<file path="src/hw/eeprom_pkg.sv">
/*
 Constants, opcodes, status layout and types of the serial EEPROM front end.
 Assumes a 40 MHz system clock; the SPI pins are sampled, never used as clocks.
*/
package eeprom_pkg;
    // System clock and self-timed write cycle
    localparam int CLK_MHZ = 40;
    localparam int TW_US = 5000;
    localparam int TW_CYCLES = TW_US * CLK_MHZ;
    localparam int TW_W = 20;

    // Opcodes
    localparam logic [7:0] OPC_ARM = 8'h06;
    localparam logic [7:0] OPC_DISARM = 8'h04;
    localparam logic [7:0] OPC_SREAD = 8'h05;
    localparam logic [7:0] OPC_SWRITE = 8'h01;
    localparam logic [7:0] OPC_READ = 8'h03;
    localparam logic [7:0] OPC_WRITE = 8'h02;
    localparam logic [7:0] OPC_XREAD = 8'h83;
    localparam logic [7:0] OPC_XWRITE = 8'h82;

    // Status register bit positions and reset values
    localparam int ST_BUSY = 0;
    localparam int ST_WLATCH = 1;
    localparam int ST_GUARD_LO = 2;
    localparam int ST_GUARD_HI = 3;
    localparam int ST_LOCK = 7;
    localparam logic [1:0] GUARD_RST = 2'h0;
    localparam logic LOCK_RST = 1'b0;

    // Protected region bases within the 32K array
    localparam logic [14:0] QUARTER_BASE = 15'h6000;
    localparam logic [14:0] HALF_BASE = 15'h4000;

    // Byte index within an instruction, saturating
    localparam logic [2:0] BYTE_OPC = 3'h0;
    localparam logic [2:0] BYTE_AHI = 3'h1;
    localparam logic [2:0] BYTE_ALO = 3'h2;
    localparam logic [2:0] BYTE_DATA = 3'h3;
    localparam logic [2:0] BYTE_SAT = 3'h4;

    // Synchroniser lanes and their idle levels
    localparam int SY_CS = 0;
    localparam int SY_SCK = 1;
    localparam int SY_SI = 2;
    localparam int SY_HOLD = 3;
    localparam int SY_WP = 4;
    localparam logic [4:0] SYNC_RST = 5'h19;

    // Write queue
    localparam int FIFO_DEPTH = 8;
    localparam int WORD_W = 28;

    typedef enum logic [3:0] {
        OP_NONE, OP_ARM, OP_DISARM, OP_SREAD, OP_SWRITE, OP_READ, OP_WRITE, OP_XREAD, OP_XWRITE
    } op_t;
    typedef enum logic [1:0] {SP_ARRAY, SP_SECTOR, SP_UID, SP_LOCK} space_t;
    typedef enum logic [1:0] {K_DATA, K_COMMIT, K_ABORT} kind_t;
endpackage

</file>
<file path="src/hw/spi_eeprom_cmd_protect.sv">
/*
 SPI slave front end of a serial EEPROM: framing, pause, decode, status and protection,
 plus the write queue toward the array. Assumes the array answers rd_data within two
 clocks of rd_addr/rd_space and drains the queue; SPI clock well below sys_clk / 6.
*/
`timescale 1ns/1ps
`default_nettype none

////////////////////////////////////////////////////////////////////////////////
// Write queue; DEPTH a power of two
module word_fifo #(
    parameter int WIDTH = 8,
    parameter int DEPTH = 8
) (
    input wire logic sys_clk,
    input wire logic reset_n,
    input wire logic in_valid,
    output logic in_ready,
    input wire logic [WIDTH-1:0] in_data,
    output logic out_valid,
    input wire logic out_ready,
    output logic [WIDTH-1:0] out_data
);
    localparam int AW = $clog2(DEPTH);
    logic [WIDTH-1:0] mem_q [DEPTH];
    logic [AW-1:0] wr_q;
    logic [AW-1:0] rd_q;
    logic [AW:0] cnt_q;
    wire do_wr = in_valid & in_ready;
    wire do_rd = out_valid & out_ready;

    assign in_ready = cnt_q != (AW+1)'(DEPTH);
    assign out_valid = cnt_q != '0;
    assign out_data = mem_q[rd_q];

    always_ff @(posedge sys_clk) begin
        if (!reset_n) begin
            wr_q <= '0;
            rd_q <= '0;
            cnt_q <= '0;
        end else begin
            wr_q <= wr_q + AW'(do_wr);
            rd_q <= rd_q + AW'(do_rd);
            cnt_q <= cnt_q + (AW+1)'(do_wr) - (AW+1)'(do_rd);
        end
    end

    always_ff @(posedge sys_clk) begin
        if (do_wr) begin
            mem_q[wr_q] <= in_data;
        end
    end
endmodule

////////////////////////////////////////////////////////////////////////////////
// Behaviour
// - Input sampled on clock rise, output driven on clock fall.
// - Clock idle low (mode 0) or high (mode 3) both work.
// - Pause starts at pause fall if clock low, else after next clock fall.
// - Pause ends at pause rise if clock low, else after next clock fall.
// - While paused output floats, input and clock ignored, state kept.
// - Reset leaves the device write-disabled, write latch clear.
// - Memory or status writes need the write latch set beforehand.
// - Writing instructions execute only if select rises on a byte boundary.
// - Busy flag is set during every internal write cycle, clear after.
// - While busy only status read is accepted.
// - Write latch flag is read-only and set by arm-write.
// - Write latch clears on disarm and every executed writing instruction.
// - Region-guard bits default 0 and are written by status write.
// - Guard 01 top quarter, 10 top half, 11 whole array protected.
// - Lock bit set with protect pin low rejects status write.
// - Instruction starts at select fall; opcode first, MSB first.
// - Select rise ends any instruction; reads may stop on any bit.
// - Decode arm, disarm, status read/write, memory read/write opcodes.
// - Opcodes 83h/82h select sector, lock status or lock by A10A9.
// - Sector access uses A5..A0 as byte index.
// - Unique-ID read uses A9 set and A3..A0 as byte index.
// - Status write changes only lock and guard bits.
// - Status read repeats the status byte while clocked.
// - Memory read takes 16-bit address and streams incrementing bytes.
// - Memory write wraps within its 64-byte page.
module spi_eeprom_cmd_protect #(
    parameter int TW_CYCLES = eeprom_pkg::TW_CYCLES
) (
    input wire logic sys_clk,
    input wire logic reset_n,
    input wire logic cs_n,
    input wire logic sck,
    input wire logic serial_in,
    input wire logic hold_n,
    input wire logic wp_n,
    output logic serial_out,
    output logic serial_out_oe_n,
    output logic [15:0] rd_addr,
    output eeprom_pkg::space_t rd_space,
    input wire logic [7:0] rd_data,
    output logic wq_valid,
    input wire logic wq_ready,
    output logic [eeprom_pkg::WORD_W-1:0] wq_data
);
    logic [4:0] sync1_q;
    logic [4:0] sync2_q;
    logic sck_d_q;
    logic cs_d_q;
    logic hold_q;
    logic [2:0] bits_q;
    logic [2:0] bytes_q;
    logic [7:0] sr_in_q;
    logic [7:0] addr_hi_q;
    eeprom_pkg::op_t op_q;
    eeprom_pkg::op_t op_dec;
    eeprom_pkg::space_t space_q;
    logic [15:0] ptr_q;
    logic wr_ok_q;
    logic pushed_q;
    logic overrun_q;
    logic [6:0] out_sr_q;
    logic so_q;
    logic drive_q;
    logic oe_n_q;
    logic write_latch_flag_q;
    logic busy_flag_q;
    logic region_guard_hi_q;
    logic region_guard_lo_q;
    logic status_lock_bit_q;
    logic [eeprom_pkg::TW_W-1:0] tw_cnt_q;
    logic pend_q;
    eeprom_pkg::kind_t pend_kind_q;
    eeprom_pkg::space_t pend_space_q;
    logic [7:0] status_word;
    logic fifo_in_ready;

    ////////////////////////////////////////////////////////////////////////////
    // Pin synchronisers and edge detection
    wire cs_s = sync2_q[eeprom_pkg::SY_CS];
    wire sck_s = sync2_q[eeprom_pkg::SY_SCK];
    wire si_s = sync2_q[eeprom_pkg::SY_SI];
    wire hold_s = sync2_q[eeprom_pkg::SY_HOLD];
    wire wp_s = sync2_q[eeprom_pkg::SY_WP];
    // Edges only count while selected, so either idle level is harmless
    wire sck_rise = sck_s & ~sck_d_q & ~cs_s & ~hold_q;
    wire sck_fall = ~sck_s & sck_d_q & ~cs_s & ~hold_q;
    wire cs_rise = cs_s & ~cs_d_q;

    always_ff @(posedge sys_clk) begin
        if (!reset_n) begin
            sync1_q <= eeprom_pkg::SYNC_RST;
            sync2_q <= eeprom_pkg::SYNC_RST;
            sck_d_q <= 1'b0;
            cs_d_q <= 1'b1;
        end else begin
            sync1_q <= {wp_n, hold_n, serial_in, sck, cs_n};
            sync2_q <= sync1_q;
            sck_d_q <= sck_s;
            cs_d_q <= cs_s;
        end
    end

    // Pause follows the pause pin only while the clock is low
    always_ff @(posedge sys_clk) begin
        if (!reset_n || cs_s) begin
            hold_q <= 1'b0;
        end else if (!sck_s) begin
            hold_q <= ~hold_s;
        end
    end

    ////////////////////////////////////////////////////////////////////////////
    // Framing and decode
    wire [7:0] in_byte = {sr_in_q[6:0], si_s};
    wire byte_done = sck_rise & (bits_q == 3'h7);
    wire [15:0] addr_full = {addr_hi_q, in_byte};
    wire addr_done = byte_done & (bytes_q == eeprom_pkg::BYTE_ALO);
    wire data_byte = byte_done & (bytes_q >= eeprom_pkg::BYTE_DATA);
    wire [1:0] a10a9 = addr_full[10:9];
    wire is_xr = op_q == eeprom_pkg::OP_XREAD;
    wire is_xw = op_q == eeprom_pkg::OP_XWRITE;
    wire is_mw = op_q == eeprom_pkg::OP_WRITE;
    wire is_rd = (op_q == eeprom_pkg::OP_READ) | is_xr;
    wire x_bad = is_xw & a10a9[0];
    wire [1:0] guard = {region_guard_hi_q, region_guard_lo_q};
    wire [14:0] a15 = addr_full[14:0];
    wire prot = (guard == 2'h3) | (guard == 2'h2 & a15 >= eeprom_pkg::HALF_BASE)
        | (guard == 2'h1 & a15 >= eeprom_pkg::QUARTER_BASE);
    wire hw_lock = status_lock_bit_q & ~wp_s;
    eeprom_pkg::space_t x_sp;
    eeprom_pkg::space_t addr_sp;
    assign x_sp = (is_xr & a10a9[0]) ? eeprom_pkg::SP_UID
        : (a10a9 == 2'h0) ? eeprom_pkg::SP_SECTOR : eeprom_pkg::SP_LOCK;
    assign addr_sp = (is_xr | is_xw) ? x_sp : eeprom_pkg::SP_ARRAY;

    always_comb begin
        unique case (in_byte)
            eeprom_pkg::OPC_ARM: op_dec = eeprom_pkg::OP_ARM;
            eeprom_pkg::OPC_DISARM: op_dec = eeprom_pkg::OP_DISARM;
            eeprom_pkg::OPC_SREAD: op_dec = eeprom_pkg::OP_SREAD;
            eeprom_pkg::OPC_SWRITE: op_dec = eeprom_pkg::OP_SWRITE;
            eeprom_pkg::OPC_READ: op_dec = eeprom_pkg::OP_READ;
            eeprom_pkg::OPC_WRITE: op_dec = eeprom_pkg::OP_WRITE;
            eeprom_pkg::OPC_XREAD: op_dec = eeprom_pkg::OP_XREAD;
            eeprom_pkg::OPC_XWRITE: op_dec = eeprom_pkg::OP_XWRITE;
            default: op_dec = eeprom_pkg::OP_NONE;
        endcase
    end

    wire opc_done = byte_done & (bytes_q == eeprom_pkg::BYTE_OPC);
    wire busy_drop = busy_flag_q & (op_dec != eeprom_pkg::OP_SREAD);

    always_ff @(posedge sys_clk) begin
        if (!reset_n || cs_s) begin
            op_q <= eeprom_pkg::OP_NONE;
            bits_q <= '0;
            bytes_q <= eeprom_pkg::BYTE_OPC;
        end else if (sck_rise) begin
            sr_in_q <= in_byte;
            bits_q <= bits_q + 3'h1;
            if (byte_done && bytes_q != eeprom_pkg::BYTE_SAT) begin
                bytes_q <= bytes_q + 3'h1;
            end
            if (opc_done) begin
                op_q <= busy_drop ? eeprom_pkg::OP_NONE : op_dec;
            end else if (addr_done && x_bad) begin
                op_q <= eeprom_pkg::OP_NONE;
            end
            if (byte_done && bytes_q == eeprom_pkg::BYTE_AHI) begin
                addr_hi_q <= in_byte;
            end
        end
    end

    ////////////////////////////////////////////////////////////////////////////
    // Address pointer and write path
    wire [15:0] inc_all = ptr_q + 16'h1;
    wire [15:0] inc_page = {ptr_q[15:6], ptr_q[5:0] + 6'h1};
    wire [15:0] inc_uid = {ptr_q[15:4], ptr_q[3:0] + 4'h1};
    wire [15:0] ptr_next = (space_q == eeprom_pkg::SP_UID) ? inc_uid
        : (space_q == eeprom_pkg::SP_SECTOR || is_mw) ? inc_page : inc_all;
    wire wr_op = is_mw | (is_xw & space_q == eeprom_pkg::SP_SECTOR);
    wire push_data = data_byte & wr_ok_q & wr_op;
    wire push_ok = fifo_in_ready & ~pend_q;
    wire base_ok = cs_rise & (bits_q == 3'h0) & ~hold_q & wr_ok_q & ~overrun_q;
    wire commit = base_ok & ((wr_op & bytes_q == eeprom_pkg::BYTE_SAT)
        | (is_xw & space_q == eeprom_pkg::SP_LOCK & bytes_q >= eeprom_pkg::BYTE_DATA));
    wire abort = cs_rise & pushed_q & ~commit;
    wire pend_take = pend_q & fifo_in_ready;

    always_ff @(posedge sys_clk) begin
        if (!reset_n || cs_s) begin
            wr_ok_q <= 1'b0;
            pushed_q <= 1'b0;
            overrun_q <= 1'b0;
        end else begin
            if (addr_done) begin
                ptr_q <= addr_full;
                space_q <= addr_sp;
                wr_ok_q <= write_latch_flag_q & ((is_mw & ~prot) | (is_xw & ~x_bad));
            end else if (data_byte && (is_rd || push_data)) begin
                ptr_q <= ptr_next;
            end
            pushed_q <= pushed_q | (push_data & push_ok);
            overrun_q <= overrun_q | (push_data & ~push_ok);
        end
    end

    always_ff @(posedge sys_clk) begin
        if (!reset_n) begin
            pend_q <= 1'b0;
        end else if (commit || abort) begin
            pend_q <= 1'b1;
            pend_kind_q <= commit ? eeprom_pkg::K_COMMIT : eeprom_pkg::K_ABORT;
            pend_space_q <= space_q;
        end else if (pend_take) begin
            pend_q <= 1'b0;
        end
    end

    word_fifo #(
        .WIDTH(eeprom_pkg::WORD_W),
        .DEPTH(eeprom_pkg::FIFO_DEPTH)
    ) u_wq (
        .sys_clk(sys_clk),
        .reset_n(reset_n),
        .in_valid(pend_q | push_data),
        .in_ready(fifo_in_ready),
        .in_data(pend_q ? {pend_space_q, pend_kind_q, 24'h0}
            : {space_q, eeprom_pkg::K_DATA, ptr_q, in_byte}),
        .out_valid(wq_valid),
        .out_ready(wq_ready),
        .out_data(wq_data)
    );

    ////////////////////////////////////////////////////////////////////////////
    // Status register and write cycle timer
    wire exec_base = cs_rise & (bits_q == 3'h0) & ~hold_q;
    wire arm_exec = exec_base & (op_q == eeprom_pkg::OP_ARM);
    wire disarm_exec = exec_base & (op_q == eeprom_pkg::OP_DISARM);
    wire sw_exec = exec_base & (op_q == eeprom_pkg::OP_SWRITE) & write_latch_flag_q
        & ~hw_lock & (bytes_q >= eeprom_pkg::BYTE_ALO);
    wire tw_load = sw_exec | (pend_take & pend_kind_q == eeprom_pkg::K_COMMIT);

    always_comb begin
        status_word = 8'h00;
        status_word[eeprom_pkg::ST_BUSY] = busy_flag_q;
        status_word[eeprom_pkg::ST_WLATCH] = write_latch_flag_q;
        status_word[eeprom_pkg::ST_GUARD_LO] = region_guard_lo_q;
        status_word[eeprom_pkg::ST_GUARD_HI] = region_guard_hi_q;
        status_word[eeprom_pkg::ST_LOCK] = status_lock_bit_q;
    end

    always_ff @(posedge sys_clk) begin
        if (!reset_n) begin
            write_latch_flag_q <= 1'b0;
            region_guard_hi_q <= eeprom_pkg::GUARD_RST[1];
            region_guard_lo_q <= eeprom_pkg::GUARD_RST[0];
            status_lock_bit_q <= eeprom_pkg::LOCK_RST;
            busy_flag_q <= 1'b0;
            tw_cnt_q <= '0;
        end else begin
            if (disarm_exec || sw_exec || commit) begin
                write_latch_flag_q <= 1'b0;
            end else if (arm_exec) begin
                write_latch_flag_q <= 1'b1;
            end
            if (sw_exec) begin
                region_guard_hi_q <= sr_in_q[eeprom_pkg::ST_GUARD_HI];
                region_guard_lo_q <= sr_in_q[eeprom_pkg::ST_GUARD_LO];
                status_lock_bit_q <= sr_in_q[eeprom_pkg::ST_LOCK];
            end
            if (tw_load) begin
                tw_cnt_q <= eeprom_pkg::TW_W'(TW_CYCLES);
            end else if (tw_cnt_q != '0) begin
                tw_cnt_q <= tw_cnt_q - 1'b1;
            end
            busy_flag_q <= commit | sw_exec | tw_load | (tw_cnt_q > 1)
                | (pend_q & pend_kind_q == eeprom_pkg::K_COMMIT);
        end
    end

    ////////////////////////////////////////////////////////////////////////////
    // Serial output
    wire out_phase = (op_q == eeprom_pkg::OP_SREAD) | (is_rd & bytes_q >= eeprom_pkg::BYTE_DATA);
    wire [7:0] out_src = (op_q == eeprom_pkg::OP_SREAD) ? status_word : rd_data;
    wire out_load = sck_fall & out_phase & (bits_q == 3'h0);

    always_ff @(posedge sys_clk) begin
        if (!reset_n) begin
            so_q <= 1'b0;
            out_sr_q <= '0;
            drive_q <= 1'b0;
            oe_n_q <= 1'b1;
        end else begin
            if (out_load) begin
                {so_q, out_sr_q} <= out_src;
            end else if (sck_fall && out_phase) begin
                {so_q, out_sr_q} <= {out_sr_q, 1'b0};
            end
            drive_q <= ~cs_s & (drive_q | out_load);
            oe_n_q <= cs_s | hold_q | ~(drive_q | out_load);
        end
    end

    assign serial_out = so_q;
    assign serial_out_oe_n = oe_n_q;
    assign rd_addr = ptr_q;
    assign rd_space = space_q;
endmodule

`default_nettype wire

</file>
<file path="config.mk">
export PLATFORM = sky130hd
export DESIGN_NAME = spi_eeprom_cmd_protect
export DESIGN_NICKNAME = d
export VERILOG_FILES = /design/src/hw/eeprom_pkg.sv /design/src/hw/spi_eeprom_cmd_protect.sv
export SDC_FILE = /design/constraint.sdc
export NUM_CORES = 1
export LEC_CHECK = 0
export ABC_CLOCK_PERIOD_IN_PS = 6000
export BUFFER_PORTS_ARGS = -buffer_cell sky130_fd_sc_hd__buf_2
export CAP_MARGIN = 30
export CORE_UTILIZATION = 50
export CTS_CLUSTER_SIZE = 30
export DETAILED_ROUTE_END_ITERATION = 12
export PLACE_DENSITY = 0.76
export SLEW_MARGIN = 10
export SYNTH_ARGS = -nofsm -noshare
export SYNTH_HDL_FRONTEND = slang
export SYNTH_SLANG_ARGS = --single-unit
</file>
<file path="constraint.sdc">
create_clock -name sys_clk -period 6 [get_ports sys_clk]
set_input_delay 0.3 -clock sys_clk [delete_from_list [all_inputs] [get_ports sys_clk]]
set_output_delay 0.3 -clock sys_clk [all_outputs]
set_load 0.02 [all_outputs]
</file>
==> results.json <==
{
  "slew_headroom": 0.393,
  "cts_tree": "yes",
  "synth_area_leaders": "edfxtp_1 57%, dfxtp_1 10%, mux4_2 9.1%",
  "hp-class": "in2reg",
  "ys_seq_area_frac": 0.671,
  "worstPathRequired_ns": 5.70,
  "p_seq_frac": 0.445,
  "tightestPinTransition_ns": 0.904,
  "drv_cap": 0,
  "hold_violations": 0,
  "synth_area_mm2": 0.0139,
  "dp_hpwl_mm": 16.7,
  "yosys_register_bits": 334,
  "num_antenna_cells": 0,
  "layout_commonest_cell": "edfxtp_1",
  "fin_tns_setup_ns": 0,
  "yosys.area.top_type_share": 0.567,
  "crit_arrival_ns": 2.90,
  "async_reset_ff_frac": 0,
  "synth_edf_count": 262,
  "min_period_ns": 3.20,
  "clockRootBuffer": "clkbuf_16",
  "initial_core_util": 0.512,
  "critPathKind": "reg2out",
  "dieArea_mm2": 0.0284,
  "placed_area_mm2": 0.0147,
  "ys.warnings.count": 0,
  "port-buffer-count": 64,
  "end_kind": "output pin",
  "grt_pass1_vias": 7703,
  "power_density_mw_per_mm2": 378,
  "slew_viol_final": 0,
  "drt_iter0_markers": 741,
  "grt_first_pass_wirelength_mm": 42.8,
  "status": "finished clean",
  "firstDrtPassIters": 7,
  "netSwitchingPower_mw": 1.62,
  "setup_violations": 0,
  "grt_util_all_layers": 0.195,
  "nets": 1014,
  "route.detailed.drc": 0,
  "cp_max_fo": 36,
  "final_cell_mix": "262 x edfxtp_1, 70 x dfxtp_1, 64 x buf_2",
  "synth_fp_nets": 935,
  "wl_per_cell_um": 19.7,
  "rsz0062_at_grt": "no",
  "p_leak_nw": 5.24,
  "ir_drop_v": 0.000211,
  "synthToLayoutAreaGrowth_pct": 13.8,
  "core-area_mm2": 0.0271,
  "cts_buffers": 34,
  "gr-total-overflow": 0,
  "ys_types": 65,
  "wl_mm": 27.0,
  "row_count": 60,
  "clock_power_share": 0.345,
  "htreeDepth": 2,
  "postRouteAntennaNets": 0,
  "die_w_um": 169,
  "grt_max_degree": 57,
  "ios": 65,
  "combPwrFrac": 0.210,
  "design_area_mm2": 0.0158,
  "drive_above_1_share": 0.238,
  "avgSynthCellArea_um2": 15.5,
  "skew_ns": 0.0170,
  "fp.dieH_um": 169,
  "p_sw_frac": 0.271,
  "clk_latency_ns": 0.51,
  "totalPowerFinal_mw": 5.97,
  "viasPerCell": 5.67,
  "cts_setup_buffers": 0,
  "antenna_found_initial": 0,
  "synth_flop_cell": "edfxtp_1",
  "fmaxAchievable_ghz": 0.312,
  "cts_buffer_depth": 3,
  "num_vias": 7787,
  "p_int_mw": 4.35,
  "gp_congestion": 0.879,
  "finalCritPeriodShare": 0.534,
  "yosysTopAreaCell": "edfxtp_1",
  "syn-instance-count": 897,
  "cts.sinks": 334,
  "clk_pin_slew_ns": 0.06,
  "startpoint_type": "register"
}
==> cell families (layout without fill, tap and decap cells) <==
kind of cell | Yosys count | after routing | share of synthesized area
DFF | 334 | 334 | 0.671
and+or+nand+nor | 253 | 253 | 0.100
muxes | 102 | 102 | 0.127
AOI/OAI and AO/OA | 87 | 87 | 0.0404
buffers and inverters | 63 | 167 | 0.0181
xor gates and xnor gates | 35 | 35 | 0.0221
adders and majority gates | 23 | 23 | 0.0211
==> synthesized netlist by cell type (all sizes together) (9+ instances only) <==
cell type	n
nor3	16
inv	23
a21oi	25
ha	21
and2	15
mux2	31
buf	13
mux4	56
nor2b	32
nor2	60
mux2i	15
clkbuf	27
dfxtp	72
xor2	23
xnor2	12
edfxtp	262
nand4	9
nand2b	15
o21ai	24
nand2	47
nand3	16
==> what timing repair did <==
item | in CTS | in global routing
gates resized for setup | 0 | 0
endpoints found under the hold margin | 5 | 0
hold buffers | 5 | 0
==> layer usage <==
layer	GRT usage	vias to the layer above	routed length, um
met4	0.0652	0	614
met3	0.0260	43	1380
li1	-	3575	-
met2	0.318	258	13100
met1	0.273	3911	12000
met5	0	-	0
==> flip-flops by register name, summed over array words and instances (netlist names), 5 cells and up <==
register	cells
sr_in_q	8
tw_cnt_q	20
out_sr_q	7
u_wq.mem_q	224
sync1_q	5
addr_hi_q	8
rd_addr	16
sync2_q	5
==> power groups by stage <==
stage	registers [mW]	logic [mW]	clock network, mW
after floorplan	2.64	1.05	0
after global placement	2.70	1.24	0
after detailed placement	2.71	1.25	0
after CTS	2.66	1.26	2.09
after global routing	2.67	1.38	2.18
final	2.66	1.25	2.06
==> per-stage QoR <==
| step | setup WS, ns | std cells | utilization | hold WS (ns) |
|---|---|---|---|---|
| final | 2.80 | 1373 | 0.583 | 0.170 |
| after global routing | 2.57 | 1373 | 0.583 | 0.176 |
| after CTS | 2.69 | 1373 | 0.583 | 0.158 |
| after detailed placement | 2.87 | 1307 | 0.541 | 0.397 |
| after global placement | 2.98 | 1306 | 0.540 | 0.390 |
| after floorplan | 1.03 | 897 | - | 0.386 |
==> worst max-delay path: stages, from the launching register on <==
cell     delay, ns
dfxtp_4       0.63
buf_4         0.66
mux4_2        0.61
mux2_2        0.30
buf_2         0.16
==> worst paths after layout <==
path                                   start       endpoint  slack (ns)  depth (start not counted)
worst max register to register    bytes_q[0]  u_wq.cnt_q[2]        2.88                         11
worst max-delay path            u_wq.rd_q[0]    wq_data[26]        2.80                          4
worst min register to register    sync1_q[3]     sync2_q[3]        0.41                          1
worst min-delay path                 reset_n     sync2_q[4]        0.17                          2
==> layout make-up <==
| class | count | area (um^2) |
|---|---|---|
| clock buffers | 45 | 922 |
| clock inverters | 16 | 170 |
| fillers | 1998 | 11300 |
| inverters | 23 | 86.3 |
| multi-input cells | 500 | 4360 |
| flip-flops and latches | 334 | 9310 |
| well taps | 372 | 465 |
| repair buffers | 83 | 475 |
Power figures use the tool's default switching activity.
